File: src/logic/pvc_regs.vh
`ifndef PVC_REGS_VH
`define PVC_REGS_VH

// register indices on the management port
`define PVC_IDX_MMD_CTRL     5'h0D
`define PVC_IDX_MMD_DATA     5'h0E
`define PVC_IDX_XOVER        5'h1C
`define PVC_IDX_PDTEST       5'h1D
`define PVC_IDX_EXTLPBK      5'h1E
`define PVC_IDX_PHYCTRL      5'h1F

// crossover control fields
`define PVC_XOVER_MANUAL_BIT 7
`define PVC_XOVER_OFF_BIT    6
// power-down / test control fields
`define PVC_PD_CLKOVR_BIT    11
`define PVC_PD_PLLOFF_BIT    10
`define PVC_PD_IOTEST_BIT    7
`define PVC_PD_IOLEVEL_BIT   6
// external loopback field
`define PVC_LPBK_BIT         3
// phy control / status fields
`define PVC_CS_INTPOL_BIT    14
`define PVC_CS_JABBER_BIT    9
`define PVC_CS_SQE_BIT       8
`define PVC_CS_SPD1000_BIT   6
`define PVC_CS_SPD100_BIT    5
`define PVC_CS_SPD10_BIT     4
`define PVC_CS_DUPLEX_BIT    3
`define PVC_CS_MASTER_BIT    2
`define PVC_CS_SWRST_BIT     1
`define PVC_CS_LCFAIL_BIT    0

// reset values
`define PVC_RST_XOVER        16'h0000
`define PVC_RST_PDTEST       16'h0000
`define PVC_RST_EXTLPBK      16'h0000
`define PVC_RST_JABBER       1'b1
`define PVC_RST_SQE          1'b1
`define PVC_RST_MMD_CTRL     16'h0000
`define PVC_RST_MMD_ADDR     16'h0000
`define PVC_RST_INTPOL       1'b0
`define PVC_RST_SWRST        1'b0
`define PVC_RST_LCFAIL       1'b0
`define PVC_RST_RDATA        16'h0000

// portal control layout and function codes
`define PVC_MMD_DEV_MSB      4
`define PVC_MMD_FN_MSB       15
`define PVC_MMD_FN_LSB       14
`define PVC_FN_ADDR          2'h0
`define PVC_FN_DATA          2'h1
`define PVC_FN_INC_RW        2'h2
`define PVC_FN_INC_WR        2'h3

`endif

File: src/logic/pvc_mmd_portal.v
`timescale 1ns/1ps
`include "pvc_regs.vh"

module pvc_mmd_portal
(
    input  wire        clk,
    input  wire        rst,
    input  wire        ctrl_wr,
    input  wire        data_wr,
    input  wire        data_rd,
    input  wire [15:0] wdata,
    output wire [15:0] ctrl_val,
    output wire [15:0] data_val,
    output wire [4:0]  mmd_dev,
    output wire [15:0] mmd_reg,
    output wire        mmd_we,
    output wire        mmd_re,
    output wire [15:0] mmd_wdata,
    input  wire [15:0] mmd_rdata
);

    reg  [1:0]  fn_q;
    reg  [1:0]  fn_d;
    reg  [4:0]  dev_q;
    reg  [4:0]  dev_d;
    reg  [15:0] addr_q;
    reg  [15:0] addr_d;
    wire        is_data;

    // any function other than 00 addresses the data path
    assign is_data   = (fn_q != `PVC_FN_ADDR);
    assign ctrl_val  = {fn_q, 9'h000, dev_q};
    assign data_val  = is_data ? mmd_rdata : addr_q;
    assign mmd_dev   = dev_q;
    assign mmd_reg   = addr_q;
    assign mmd_we    = data_wr & is_data;
    assign mmd_re    = data_rd & is_data;
    assign mmd_wdata = wdata;

    // control latch, address latch and post-increment
    always @*
    begin
        fn_d   = fn_q;
        dev_d  = dev_q;
        addr_d = addr_q;
        if (ctrl_wr)
        begin
            fn_d  = wdata[`PVC_MMD_FN_MSB:`PVC_MMD_FN_LSB];
            dev_d = wdata[`PVC_MMD_DEV_MSB:0];
        end
        if (data_wr && !is_data)
            addr_d = wdata;
        else if (data_wr && fn_q[1])
            addr_d = addr_q + 16'h0001;
        else if (data_rd && fn_q == `PVC_FN_INC_RW)
            addr_d = addr_q + 16'h0001;
    end

    // portal state
    always @(posedge clk)
    begin
        if (rst)
        begin
            fn_q   <= `PVC_FN_ADDR;
            dev_q  <= 5'h00;
            addr_q <= `PVC_RST_MMD_ADDR;
        end
        else
        begin
            fn_q   <= fn_d;
            dev_q  <= dev_d;
            addr_q <= addr_d;
        end
    end

endmodule // pvc_mmd_portal

File: src/logic/pvc_vendor_ctrl.v
`timescale 1ns/1ps
`include "pvc_regs.vh"

module pvc_vendor_ctrl
(
    input  wire        MCLK,
    input  wire        RST,
    // management register port
    input  wire [4:0]  REG_INDEX,
    input  wire        REG_WR,
    input  wire        REG_RD,
    input  wire [15:0] REG_WDATA,
    output wire [15:0] REG_RDATA,
    output wire        REG_RVALID,
    // indirect register port
    output wire [4:0]  MMD_DEV,
    output wire [15:0] MMD_REG,
    output wire        MMD_WE,
    output wire        MMD_RE,
    output wire [15:0] MMD_WDATA,
    input  wire [15:0] MMD_RDATA,
    // transceiver status
    input  wire        AUTO_MDI_RESULT,
    input  wire        SPEED_1000,
    input  wire        SPEED_100,
    input  wire        SPEED_10,
    input  wire        DUPLEX_FULL,
    input  wire        GIG_MASTER,
    input  wire        LINK_CHECK_FAIL,
    input  wire        POWER_DOWN,
    input  wire        INT_REQ,
    // transceiver controls
    output wire        AUTO_XOVER_EN,
    output wire        MDI_SELECT,
    output wire        CLOCK_GATE,
    output wire        PLL_STOP,
    output wire        IO_TEST_EN,
    output wire        IO_TEST_LEVEL,
    output wire        EXT_LOOPBACK,
    output wire        INT_PIN,
    output wire        JABBER_EN,
    output wire        SQE_TEST_EN,
    output wire        PHY_SOFT_RESET
);

    reg  [15:0] xover_q;
    reg  [15:0] pdtest_q;
    reg  [15:0] lpbk_q;
    reg         intpol_q;
    reg         jabber_q;
    reg         sqe_q;
    reg         swrst_q;
    reg         swrst_d;
    reg         lcfail_q;
    reg         lcfail_d;
    reg  [15:0] rdata_q;
    reg  [15:0] rdata_d;
    reg         rvalid_q;
    reg  [15:0] cs_val;
    wire [15:0] ctrl_val;
    wire [15:0] data_val;
    wire        rd_cs;

    // next values of the writable registers
    reg  [15:0] xover_d;
    reg  [15:0] pdtest_d;
    reg  [15:0] lpbk_d;
    reg         intpol_d;
    reg         jabber_d;
    reg         sqe_d;

    // write selects, one per register
    wire        wr_xover;
    wire        wr_pdtest;
    wire        wr_lpbk;
    wire        wr_cs;

    // one-hot index match
    function hit;
        input [4:0] idx;
        input [4:0] want;
        begin
            hit = (idx == want);
        end
    endfunction

    // register read and write selects
    assign rd_cs     = REG_RD & hit(REG_INDEX, `PVC_IDX_PHYCTRL);
    assign wr_xover  = REG_WR & hit(REG_INDEX, `PVC_IDX_XOVER);
    assign wr_pdtest = REG_WR & hit(REG_INDEX, `PVC_IDX_PDTEST);
    assign wr_lpbk   = REG_WR & hit(REG_INDEX, `PVC_IDX_EXTLPBK);
    assign wr_cs     = REG_WR & hit(REG_INDEX, `PVC_IDX_PHYCTRL);

    // indirect access portal
    pvc_mmd_portal u_portal
    (
        .clk       (MCLK),
        .rst       (RST),
        .ctrl_wr   (REG_WR & hit(REG_INDEX, `PVC_IDX_MMD_CTRL)),
        .data_wr   (REG_WR & hit(REG_INDEX, `PVC_IDX_MMD_DATA)),
        .data_rd   (REG_RD & hit(REG_INDEX, `PVC_IDX_MMD_DATA)),
        .wdata     (REG_WDATA),
        .ctrl_val  (ctrl_val),
        .data_val  (data_val),
        .mmd_dev   (MMD_DEV),
        .mmd_reg   (MMD_REG),
        .mmd_we    (MMD_WE),
        .mmd_re    (MMD_RE),
        .mmd_wdata (MMD_WDATA),
        .mmd_rdata (MMD_RDATA)
    );

    // control / status word, reserved bits read zero
    always @*
    begin
        cs_val                      = 16'h0000;
        cs_val[`PVC_CS_INTPOL_BIT]  = intpol_q;
        cs_val[`PVC_CS_JABBER_BIT]  = jabber_q;
        cs_val[`PVC_CS_SQE_BIT]     = sqe_q;
        cs_val[`PVC_CS_SPD1000_BIT] = SPEED_1000;
        cs_val[`PVC_CS_SPD100_BIT]  = SPEED_100;
        cs_val[`PVC_CS_SPD10_BIT]   = SPEED_10;
        cs_val[`PVC_CS_DUPLEX_BIT]  = DUPLEX_FULL;
        cs_val[`PVC_CS_MASTER_BIT]  = GIG_MASTER;
        cs_val[`PVC_CS_SWRST_BIT]   = swrst_q;
        cs_val[`PVC_CS_LCFAIL_BIT]  = lcfail_q;
    end

    // crossover steering
    assign AUTO_XOVER_EN = ~xover_q[`PVC_XOVER_OFF_BIT];
    assign MDI_SELECT    = xover_q[`PVC_XOVER_OFF_BIT] ?
                           xover_q[`PVC_XOVER_MANUAL_BIT] : AUTO_MDI_RESULT;

    // power-down clock and PLL options
    assign CLOCK_GATE = POWER_DOWN & ~pdtest_q[`PVC_PD_CLKOVR_BIT];
    assign PLL_STOP   = POWER_DOWN & pdtest_q[`PVC_PD_PLLOFF_BIT];

    // static io test drive
    assign IO_TEST_EN    = pdtest_q[`PVC_PD_IOTEST_BIT];
    assign IO_TEST_LEVEL = pdtest_q[`PVC_PD_IOTEST_BIT] &
                           pdtest_q[`PVC_PD_IOLEVEL_BIT];

    // loopback, interrupt level, jabber and sqe
    assign EXT_LOOPBACK   = lpbk_q[`PVC_LPBK_BIT];
    assign INT_PIN        = intpol_q ? INT_REQ : ~INT_REQ;
    assign JABBER_EN      = jabber_q;
    assign SQE_TEST_EN    = sqe_q;
    assign PHY_SOFT_RESET = swrst_q;

    assign REG_RDATA  = rdata_q;
    assign REG_RVALID = rvalid_q;

    // read-to-clear flags, set wins over clear
    always @*
    begin
        swrst_d  = swrst_q;
        lcfail_d = lcfail_q;
        if (rd_cs)
        begin
            swrst_d  = 1'b0;
            lcfail_d = 1'b0;
        end
        if (wr_cs && REG_WDATA[`PVC_CS_SWRST_BIT])
            swrst_d = 1'b1;
        if (LINK_CHECK_FAIL)
            lcfail_d = 1'b1;
    end

    // read data mux, unmapped indices return zero
    always @*
    begin
        case (REG_INDEX)
            `PVC_IDX_MMD_CTRL: rdata_d = ctrl_val;
            `PVC_IDX_MMD_DATA: rdata_d = data_val;
            `PVC_IDX_XOVER:    rdata_d = {8'h00, xover_q[7:6], 6'h00};
            `PVC_IDX_PDTEST:   rdata_d = pdtest_q;
            `PVC_IDX_EXTLPBK:  rdata_d = lpbk_q;
            `PVC_IDX_PHYCTRL:  rdata_d = cs_val;
            default:           rdata_d = 16'h0000;
        endcase
    end

    // next values of the writable registers; unused crossover bits stay zero
    always @*
    begin
        xover_d  = xover_q;
        pdtest_d = pdtest_q;
        lpbk_d   = lpbk_q;
        intpol_d = intpol_q;
        jabber_d = jabber_q;
        sqe_d    = sqe_q;
        if (wr_xover)
        begin
            xover_d[`PVC_XOVER_MANUAL_BIT] = REG_WDATA[`PVC_XOVER_MANUAL_BIT];
            xover_d[`PVC_XOVER_OFF_BIT]    = REG_WDATA[`PVC_XOVER_OFF_BIT];
        end
        if (wr_pdtest)
        begin
            pdtest_d = REG_WDATA;
        end
        if (wr_lpbk)
        begin
            lpbk_d = REG_WDATA;
        end
        if (wr_cs)
        begin
            intpol_d = REG_WDATA[`PVC_CS_INTPOL_BIT];
            jabber_d = REG_WDATA[`PVC_CS_JABBER_BIT];
            sqe_d    = REG_WDATA[`PVC_CS_SQE_BIT];
        end
    end

    // crossover register; the soft reset leaves it alone
    always @(posedge MCLK)
    begin
        if (RST)
        begin
            xover_q <= `PVC_RST_XOVER;
        end
        else
        begin
            xover_q <= xover_d;
        end
    end

    // power-down and io test register
    always @(posedge MCLK)
    begin
        if (RST)
        begin
            pdtest_q <= `PVC_RST_PDTEST;
        end
        else
        begin
            pdtest_q <= pdtest_d;
        end
    end

    // external loopback register
    always @(posedge MCLK)
    begin
        if (RST)
        begin
            lpbk_q <= `PVC_RST_EXTLPBK;
        end
        else
        begin
            lpbk_q <= lpbk_d;
        end
    end

    // control bits of the control/status register
    always @(posedge MCLK)
    begin
        if (RST)
        begin
            intpol_q <= `PVC_RST_INTPOL;
            jabber_q <= `PVC_RST_JABBER;
            sqe_q    <= `PVC_RST_SQE;
        end
        else
        begin
            intpol_q <= intpol_d;
            jabber_q <= jabber_d;
            sqe_q    <= sqe_d;
        end
    end

    // read-to-clear flags
    always @(posedge MCLK)
    begin
        if (RST)
        begin
            swrst_q  <= `PVC_RST_SWRST;
            lcfail_q <= `PVC_RST_LCFAIL;
        end
        else
        begin
            swrst_q  <= swrst_d;
            lcfail_q <= lcfail_d;
        end
    end

    // read strobe echoed as answer valid, one cycle later
    always @(posedge MCLK)
    begin
        if (RST)
        begin
            rvalid_q <= 1'b0;
        end
        else
        begin
            rvalid_q <= REG_RD;
        end
    end

    // read data captured at the strobe, held until the next read
    always @(posedge MCLK)
    begin
        if (RST)
        begin
            rdata_q <= `PVC_RST_RDATA;
        end
        else if (REG_RD)
        begin
            rdata_q <= rdata_d;
        end
    end

endmodule // pvc_vendor_ctrl

File: config.mk
export PLATFORM = sky130hd
export DESIGN_NAME = pvc_vendor_ctrl
export DESIGN_NICKNAME = d
export VERILOG_FILES = /design/src/logic/pvc_mmd_portal.v /design/src/logic/pvc_vendor_ctrl.v
export VERILOG_INCLUDE_DIRS = /design/src /design/src/logic
export SDC_FILE = /design/constraint.sdc
export NUM_CORES = 1
export LEC_CHECK = 0
export BUFFER_PORTS_ARGS = -buffer_cell sky130_fd_sc_hd__buf_4
export CAP_MARGIN = 10
export CORE_MARGIN = 5
export CORE_UTILIZATION = 48
export CTS_CLUSTER_SIZE = 24
export DETAILED_ROUTE_END_ITERATION = 6
export MAX_ROUTING_LAYER = met4
export PLACE_DENSITY = 0.74
export SLEW_MARGIN = 30
export SYNTH_ARGS = -nofsm -noshare
export SYNTH_HDL_FRONTEND = slang
export SYNTH_SLANG_ARGS = --single-unit
export TNS_END_PERCENT = 10
File: constraint.sdc
create_clock -name MCLK -period 2 [get_ports MCLK]
set_clock_uncertainty 0.2 [all_clocks]
set_input_delay 0.1 -clock MCLK [delete_from_list [all_inputs] [get_ports MCLK]]
set_output_delay 0.1 -clock MCLK [all_outputs]
set_load 0.01 [all_outputs]
=== After elaboration in Yosys (flattened, before gate mapping) ===
Cells that the tools add are included.

* Logic and storage cells: 56
* Bits in registers: 79
* Output and inout port bits: 67

* Multiplexer cells: 10
* $add $sub $neg: 1
* Reduce and logical (&&, ||, !) cells: 9
* Bitwise gates (word level): 16
* Equality and inequality tests: 7

{| class="wikitable"
|+ Operators with widths
! cell !! number
|-
| $pmux W16 S6 || 1
|-
| $mux W16 || 4
|-
| $eq A5 B5 Y1 const B || 4
|-
| $add A16 B1 Y16 const B || 1
|-
| $and A1 B1 Y1 || 13
|-
| $eq A5 B4 Y1 const B || 2
|-
| $reduce_bool A2 Y1 || 3
|-
| $mux W1 || 5
|-
| $logic_and A1 B1 Y1 || 4
|-
| $not A1 Y1 || 3
|-
| $reduce_bool A3 Y1 || 1
|-
| $eq A2 B2 Y1 const B || 1
|-
| $logic_not A1 Y1 || 1
|}

=== Depth between registers and ports, before layout ===
Gate-level depths: netlist of the first run.

* Depth after elaboration: 6
* Gate-level depth with buffers: 7

=== Cells and area by module ===
From an unflattened synthesis of the first run, not the netlist that was laid out.

* Cells, all modules: 542
* Area total of the unflattened synthesis: 4,495.6 um^2

{| class="wikitable"
|+ Modules (own cells, without submodules)
! module !! cells each !! area each (um^2) !! times used !! seq. area each (um^2)
|-
| pvc_vendor_ctrl || 336 || 2,736.4 || 1 || 1,121.1
|-
| pvc_mmd_portal || 206 || 1,759.2 || 1 || 460.4
|}

=== Worst setup path after synthesis of the first run ===
OpenSTA, ideal clock, no wires.

* Path kind: reg-to-reg
* From: reg u_portal.fn_q[1]
* To: reg rdata_q[3], in the netlist REG_RDATA[3]
* Arrival time: 1.592 ns
* Stages on the path, launching flop included: 7
* Setup slack: 0.073 ns
* Required time: 1.665 ns
* Path buffers: 2
* Library setup time: 0.135 ns
* Path through: dfxtp_1 -> buf_2 -> nor2_2 -> buf_2 -> mux2_2 -> a221oi_1 -> o21ai_1

* Longest elaborated chain between the ends: 3

{| class="wikitable"
|+ Ends and longest elaborated chain
! item !! line !! source
|-
| start: declaration || pvc_mmd_portal.v:22 || <nowiki>reg [1:0] fn_q;</nowiki>
|-
| start signal: assignment || pvc_mmd_portal.v:64 || <nowiki>fn_q <= `PVC_FN_ADDR;</nowiki>
|-
| start signal: assignment || pvc_mmd_portal.v:70 || <nowiki>fn_q <= fn_d;</nowiki>
|-
| $reduce_bool A2 Y1 (no source line) || - ||
|-
| $mux W16 || pvc_mmd_portal.v:33 || <nowiki>assign data_val = is_data ? mmd_rdata : addr_q;</nowiki>
|-
| $pmux W16 S6 || pvc_vendor_ctrl.v:172 || <nowiki>case (REG_INDEX)</nowiki>
|-
| end signal: assignment || pvc_vendor_ctrl.v:302 || <nowiki>rdata_q <= `PVC_RST_RDATA;</nowiki>
|-
| end signal: assignment || pvc_vendor_ctrl.v:306 || <nowiki>rdata_q <= rdata_d;</nowiki>
|-
| end: declaration || pvc_vendor_ctrl.v:56 || <nowiki>reg [15:0] rdata_q;</nowiki>
|}

Every way passes these cells.
A chain may end at the register's enable or synchronous reset.

=== Final worst setup path of the first run ===
* From: reg u_portal.fn_q[1]
* To: out MMD_RE

* Longest elaborated chain between the ends: 2

{| class="wikitable"
|+ Ends and longest elaborated chain
! item !! line !! source
|-
| $reduce_bool A2 Y1 (no source line) || - ||
|-
| $and A1 B1 Y1 || pvc_mmd_portal.v:37 || <nowiki>assign mmd_re = data_rd & is_data;</nowiki>
|-
| end: declaration || pvc_vendor_ctrl.v:19 || <nowiki>output wire MMD_RE,</nowiki>
|}

Every way passes these cells.

==> results of run 1 <==
power groups by stage:
stage                     clock [mW]  combinational [mW]  sequential (mW)
after global routing            1.32               0.467             1.60
after floorplan                    0               0.179             1.64
after global placement             0               0.369             1.63
after detailed placement           0               0.374             1.63
final                           1.23               0.440             1.60
after CTS                       1.24               0.432             1.60
layout by cell type (no fill, tap or decap), types with 8 or more instances in the layout:
| master | Yosys | layout |
|---|---|---|
| nand3_1 | 19 | 18 |
| o21ai_0 | 15 | 15 |
| nor2_1 | 21 | 20 |
| buf_4 | 23 | 157 |
| dfxtp_1 | 79 | 77 |
| clkbuf_8 | 0 | 9 |
| dlygate4sd3_1 | 0 | 36 |
| o21ai_1 | 13 | 13 |
| mux2i_1 | 13 | 13 |
| a21oi_1 | 51 | 51 |
| a31oi_1 | 8 | 8 |
| inv_1 | 8 | 8 |
| nand2_1 | 90 | 90 |
| mux2_2 | 19 | 19 |
| a221oi_1 | 8 | 8 |
| a22oi_1 | 12 | 12 |
| nand4_1 | 13 | 13 |
per-stage QoR:
step                      power, mW  setup WS (ps)
after floorplan               1.816          73.08
after global placement        2.003          154.7
after detailed placement      2.009          83.12
after CTS                     3.270          2.775
after global routing          3.383          4.746
final                         3.271          66.83
logic make-up after synthesis:
group	Yosys count	share of synthesized area, %
DFF	79	37.47
AOI/OAI and AO/OA	142	22.38
muxes	32	8.153
xor gates and xnor gates	1	0.2076
adders and majority gates	1	0.2964
buffers and inverters	66	8.568
and+or+nand+nor	194	22.92
how the worst max path moves through the flow:
stage                              from                   end  slack (ps)  cells past startpoint
CTS                    u_portal.fn_q[0]                MMD_RE           3                      4
detailed placement     u_portal.fn_q[1]         REG_RDATA[13]          80                      5
global route        u_portal.mmd_reg[1]  u_portal.mmd_reg[14]           5                      5
finish                 u_portal.fn_q[1]                MMD_RE          70                      4
global placement       u_portal.fn_q[0]   u_portal.mmd_reg[6]         150                      4
floorplan              u_portal.fn_q[1]          REG_RDATA[3]          70                      6
Yosys cell counts, types with 2 or more instances:
cell type	count
a211o_1	3
a211oi_1	2
a21oi_1	51
a221oi_1	8
a222oi_1	6
a22oi_1	12
a311oi_1	4
a31oi_1	8
and2_1	7
and2b_1	2
and3_1	7
and3b_1	3
and4_1	6
buf_2	21
buf_4	23
clkbuf_1	13
dfxtp_1	79
inv_1	8
mux2_2	19
mux2i_1	13
nand2_1	90
nand2b_1	3
nand3_1	19
nand3b_1	3
nand4_1	13
nor2_1	21
nor2b_1	7
nor3b_1	2
nor4_1	2
nor4b_1	2
o21ai_0	15
o21ai_1	13
o2bb2ai_1	3
o311ai_2	2
o31a_1	6
o32ai_1	4
critical path, stage by stage, from the launching register on:
cell and delay [ps]:
dfxtp_2 420, nor2_2 70, buf_4 160, nor4b_1 420
buf_4 200
per-layer routing:
metal  part of all wire [%]  track usage [%]  vias up
li1                       -                -     2152
met2                     49            44.44      291
met3                    8.7            4.726       38
met5                      0                -        -
met1                     39            33.49     2178
met4                    3.2            11.84        0
final cells by class:
cell class                 count  area, um2
fill                         719       2829
multi-input combinational    370       2296
sequential                    79       1584
timing repair buffer         194       1559
tap                          108      135.1
clock buffer                   9      123.9
clock inverter                 7      78.83
inverter                       8      30.03
what timing repair did:
| item | in CTS | in global routing |
|---|---|---|
| hold endpoints to repair | 71 | 0 |
| gates resized for setup | 1 | 3 |
| endpoints found under the setup margin | 1 | 9 |
| hold buffers | 36 | 0 |
==> impl_results.md, run 1 <==
* Initial antenna violation count at 0
* # DRC at 0
* Inserted Diodes at 0
* FFs w/ async S/R, synth at 0%
* FF-to-FF setup slack at 110 ps
* Yosys cell types at 51
* Internal power at 2.392 mW
* First-pass GRT wire length at 23.63 mm
* TritonCTS buffer count at 9
* Post-Syn Area at 4220 um2
* Post-Syn Instances at 515
* PD cells at 563.4 nW/um2
* Post-route insts no fill at 775
* Core area at 8636 um2
* Sw power at 878.9 uW
* Register area share after synthesis at 37.47%
* Clk sinks at 79
* Sequential Power Share at 48.9%
* Peak supply drop at 0.0003198 V
* Period utilization at 96.66%
* Area growth from synthesis to layout at 37.59%
* Layout cells sized above 1 at 30.88%
* Crit path DAT at 1630 ps
* Yosys warns at 0
* CTS tree: built
* First-pass DRT Iterations at 7
* Least-Margin Pin Slew at 725.5 ps
* Worst Setup Start Kind: register
* Hold Path Depth at 4
* Hold path start: MMD_RDATA[0]
* CP required at 1700 ps
* Top cell type's share of synthesized area at 37.47%
* Area after DPL at 5230 um2
* Vias in the first global route at 4581
* Status: finished clean
* Setup repair bufs after CTS at 0
* DIE HEIGHT at 103.8 um
* Inst Count DP at 723
* Ranking of synthesized cells by area: dfxtp_1 37%, nand2_1 8.0%, a21oi_1 6.0%
* Critical Path Sink Type: output pin
* GRT overflow at 0
* Final TNS setup at 0 ps
* Mean Syn Cell Area at 8.195 um2
* Largest net degree at the start of global routing at 39
* HPWL Detailed at 10.64 mm
* Initial DRC Count at 372
* GRT Overall Usage at 27.38%
* Final min period at 1933 ps
* Hold endpoint: REG_RDATA[0]
* Fin nets at 713
* Finished Core Util at 67.24%
* Clk Latency, worst-skew pair at 370 ps
* Vias at 4659
* Ports at 117
* Total Wirelength at 14.79 mm
* Sw Share at 26.87%
* Design area at 5807 um2
* RD Place Congestion at 0.9111
* Worst R2R End: u_portal.mmd_reg[12]
* # port buffers at 116
* Worst hold slack at 4.792 ps
* CTS root buf: clkbuf_8
* Clk pwr share at 37.7%
* Antenna-violating nets left at 0
* RSZ-0062 raised after global routing: false
* R2R depth at 5
* Max-slew violation count at 0
* Fmax achieved at 517.3 MHz
* Yosys top cell by area: dfxtp_1
* Synth Flop Type: dfxtp_1
* Die Wd at 103.8 um
* Die area at 10770 um2
* FP Rows at 34
* H-tree depth at 3
* Initial Utilization at 48.87%
* Synthesized flop and latch total at 79
* Leakage Power at 2.308 nW
* Number of synthesized flops with an enable pin at 0
* Critical-path maximum fanout at 9
* Worst r2r src: u_portal.mmd_reg[1]
* Syn Nets at 566
* Kind of critical path: reg -> out
* Slew margin rel. at 51.58%
* Clk buf depth at 2
* # setup viols final at 0
* Hold crit path type: in -> reg
* DR vias/cell at 6.012
* Clk slew on worst S/H paths at 80 ps
* Final Hold Fails at 0
* Gate power share at 13.4%
* WL per Instance at 19.09 um
* Max cap viols at 0
(Power assumes the default switching activity.)
==> inputs of run 2 (changes only) <==
ABC_AREA = 1   (was default)
CORE_UTILIZATION = 34   (was 48)
PLACE_DENSITY = 0.55   (was 0.74)
==> impl_results.md, run 2 <==
* Commonest non-fill, non-tap cell in the layout: nand2_1 (was buf_4)
* Total Wirelength at 15.66 mm (was 14.79 mm)
* Initial DRC Count at 348 (was 372)
* Post-synth top cells: 222 x nand2_1, 87 x nand3_1, 79 x dfxtp_1 (was 90 x nand2_1, 79 x dfxtp_1, 51 x a21oi_1)
* Post-Syn Area at 4308 um2 (was 4220 um2)
* Status: finished clean (unchanged)
* Crit path DAT at 1540 ps (was 1630 ps)
* Clk Latency, worst-skew pair at 350 ps (was 370 ps)
* FP Rows at 41 (was 34)
* Yosys cell types at 27 (was 51)
* Crit-path cells: nor2_4 -> buf_4 -> nor3_1 -> buf_4 (was nor2_2 -> buf_4 -> nor4b_1 -> buf_4)
* Crit-path max cell delay at 420 ps (about the same)
* # port buffers at 116 (unchanged)
* Die Wd at 122.6 um (was 103.8 um)
* First-pass GRT wire length at 24.05 mm (was 23.63 mm)
* # DRC at 0 (unchanged)
* Kind of critical path: reg -> out (unchanged)
* Worst Setup Start Kind: register (unchanged)
* Commonest cells after routing, fill and taps aside: 222 x nand2_1, 141 x buf_4, 87 x nand3_1, 78 x dfxtp_1, 68 x a21oi_1 (was 157 x buf_4, 90 x nand2_1, 77 x dfxtp_1, 51 x a21oi_1, 36 x dlygate4sd3_1)
* Bufs and invs on worst path at 2 (unchanged)
* TritonCTS buffer count at 9 (unchanged)
* Core area at 12520 um2 (was 8636 um2)
* Cell with the most instances after synthesis: nand2_1 (unchanged)
* Yosys warns at 0 (unchanged)
* Leakage Power at 2.441 nW (was 2.308 nW)
* First-pass DRT Iterations at 6 (was 7)
* CTS tree: built (unchanged)
* Mean Syn Cell Area at 6.430 um2 (was 8.195 um2)
* Clk buf depth at 2 (unchanged)
* Max cap viols at 0 (unchanged)
* Antenna-violating nets left at 0 (unchanged)
* Worst hold slack at 14.27 ps (was 4.792 ps)
* Critical-path maximum fanout at 9 (unchanged)
* WL per Instance at 16.20 um (was 19.09 um)
* Fmax achieved at 542.4 MHz (was 517.3 MHz)
* CTS root buf: clkbuf_16 (was clkbuf_8)
* FFs w/ async S/R, synth at 0% (unchanged)
* # setup viols final at 0 (unchanged)
* Finished Core Util at 46.69% (was 67.24%)
* RSZ-0062 raised after global routing: false (unchanged)
* Peak supply drop at 0.0004135 V (was 0.0003198 V)
* Final min period at 1844 ps (was 1933 ps)
* Vias in the first global route at 4505 (was 4581)
* Post-Syn Instances at 670 (was 515)
* Vias at 4778 (was 4659)
* Cell family with most CP delay: flip-flops (was simple AND/OR/NAND/NOR gates)
* CP required at 1700 ps (about the same)
* Ranking of synthesized cells by area: dfxtp_1 37%, nand2_1 19%, nand3_1 10% (was dfxtp_1 37%, nand2_1 8.0%, a21oi_1 6.0%)
* Slew margin rel. at 53.87% (was 51.58%)
* Max-slew violation count at 0 (unchanged)
* Inserted Diodes at 0 (unchanged)
* Syn Nets at 721 (was 566)
* Synthesized flop and latch total at 79 (unchanged)
* Hold crit path type: in -> reg (unchanged)
* Worst path most repeated cell: buf_4 (unchanged)
* Die area at 15020 um2 (was 10770 um2)
* GRT overflow at 0 (unchanged)
* GRT Overall Usage at 21.37% (was 27.38%)
* Largest net degree at the start of global routing at 63 (was 39)
* Fin nets at 841 (was 713)
* Final TNS setup at 0 ps (unchanged)
* DR vias/cell at 4.941 (was 6.012)
* Register area share after synthesis at 36.71% (was 37.47%)
* PD cells at 654.1 nW/um2 (was 563.4 nW/um2)
* Number of synthesized flops with an enable pin at 0 (unchanged)
* Design area at 5844 um2 (was 5807 um2)
* Clk slew on worst S/H paths at 60 ps (was 80 ps)
* CP max stage cell: dfxtp_1 (was dfxtp_2)
* Area growth from synthesis to layout at 35.67% (was 37.59%)
* DIE HEIGHT at 122.6 um (was 103.8 um)
* Clk sinks at 79 (unchanged)
* RD Place Congestion at 0.9243 (was 0.9111)
* Synth Flop Type: dfxtp_1 (unchanged)
* HPWL Detailed at 11.30 mm (was 10.64 mm)
* Total Power at 3.823 mW (was 3.271 mW)
* H-tree depth at 3 (unchanged)
* Period utilization at 92.19% (was 96.66%)
* Least-Margin Pin Slew at 692.0 ps (was 725.5 ps)
* Ports at 117 (unchanged)
* Layout cells sized above 1 at 22.64% (was 30.88%)
* Final Hold Fails at 0 (unchanged)
* Area after DPL at 5240 um2 (was 5230 um2)
* Initial Utilization at 34.42% (was 48.87%)
* Initial antenna violation count at 0 (unchanged)
* Critical Path Sink Type: output pin (unchanged)
* Yosys top cell by area: dfxtp_1 (unchanged)
* Top cell type's share of synthesized area at 36.71% (was 37.47%)
==> run 2: final timing paths <==
| check | slack (ps) | depth (start not counted) | startpoint | end |
|---|---|---|---|---|
| worst min-delay path | 10 | 4 | REG_INDEX[1] | xover_q[7] |
| worst min register to register | 250 | 2 | pdtest_q[15] | pdtest_q[15] |
| worst max-delay path | 160 | 4 | u_portal.fn_q[1] | MMD_RE |
| worst max register to register | 180 | 10 | u_portal.mmd_reg[1] | u_portal.mmd_reg[10] |
==> run 2: timing repair <==
item / CTS / global route
buffers inserted: 0 / 1
hold buffers: 23 / 0
setup endpoints to repair: 0 / 19
hold endpoints to repair: 76 / 0
gates resized for setup: 0 / 8
==> run 2: area by class of cell <==
| type | instances | area (um2) |
|---|---|---|
| clock inverter | 6 | 92.59 |
| tap | 172 | 215.2 |
| timing repair buffer | 164 | 1289 |
| inverter | 32 | 127.6 |
| multi-input combinational | 503 | 2291 |
| clock buffer | 10 | 239.0 |
| sequential | 79 | 1583 |
| timing repair inverter | 1 | 7.507 |
| fill | 1341 | 6673 |
==> run 2: cell families (layout without fill, tap and decap cells) <==
kind of cell,after synthesis,count (layout),synth area share [%]
and+or+nand+nor,390,390,38.92
adders and majority gates,1,1,0.2904
AOI/OAI and AO/OA,106,106,12.31
DFF,79,79,36.71
xor gates and xnor gates,6,6,1.220
buffers and inverters,88,213,10.54
==> run 2: metrics by stage <==
step	setup WS [ps]	instances
4_1_cts	27.29	965
2_1_floorplan	369.0	670
5_1_grt	43.75	967
3_3_place_gp	59.21	926
6_report	156.2	967
3_5_place_dp	64.46	926
==> run 2: per-layer routing <==
metal | part of all wire [%] | vias up | track usage (%)
met1 | 44 | 2179 | 26.74
met3 | 6.3 | 26 | 4.608
met5 | 0 | - | -
li1 | - | 2413 | -
met4 | 2.1 | 0 | 6.228
met2 | 48 | 160 | 34.83
==> run 2: worst register-to-register path: cells and delay by family, from the launching register on <==
kind | cells | cell delay (ps)
and+or+nand+nor | 9 | 850
DFF | 1 | 410
adders and majority gates | 1 | 260
==> run 2: power breakdown <==
part,leakage [nW],switching (mW),internal [mW]
Clock,0.155,0.716,1.13
Sequential,0.638,0.0114,1.59
Combinational,1.65,0.213,0.162
Total,2.44,0.941,2.88
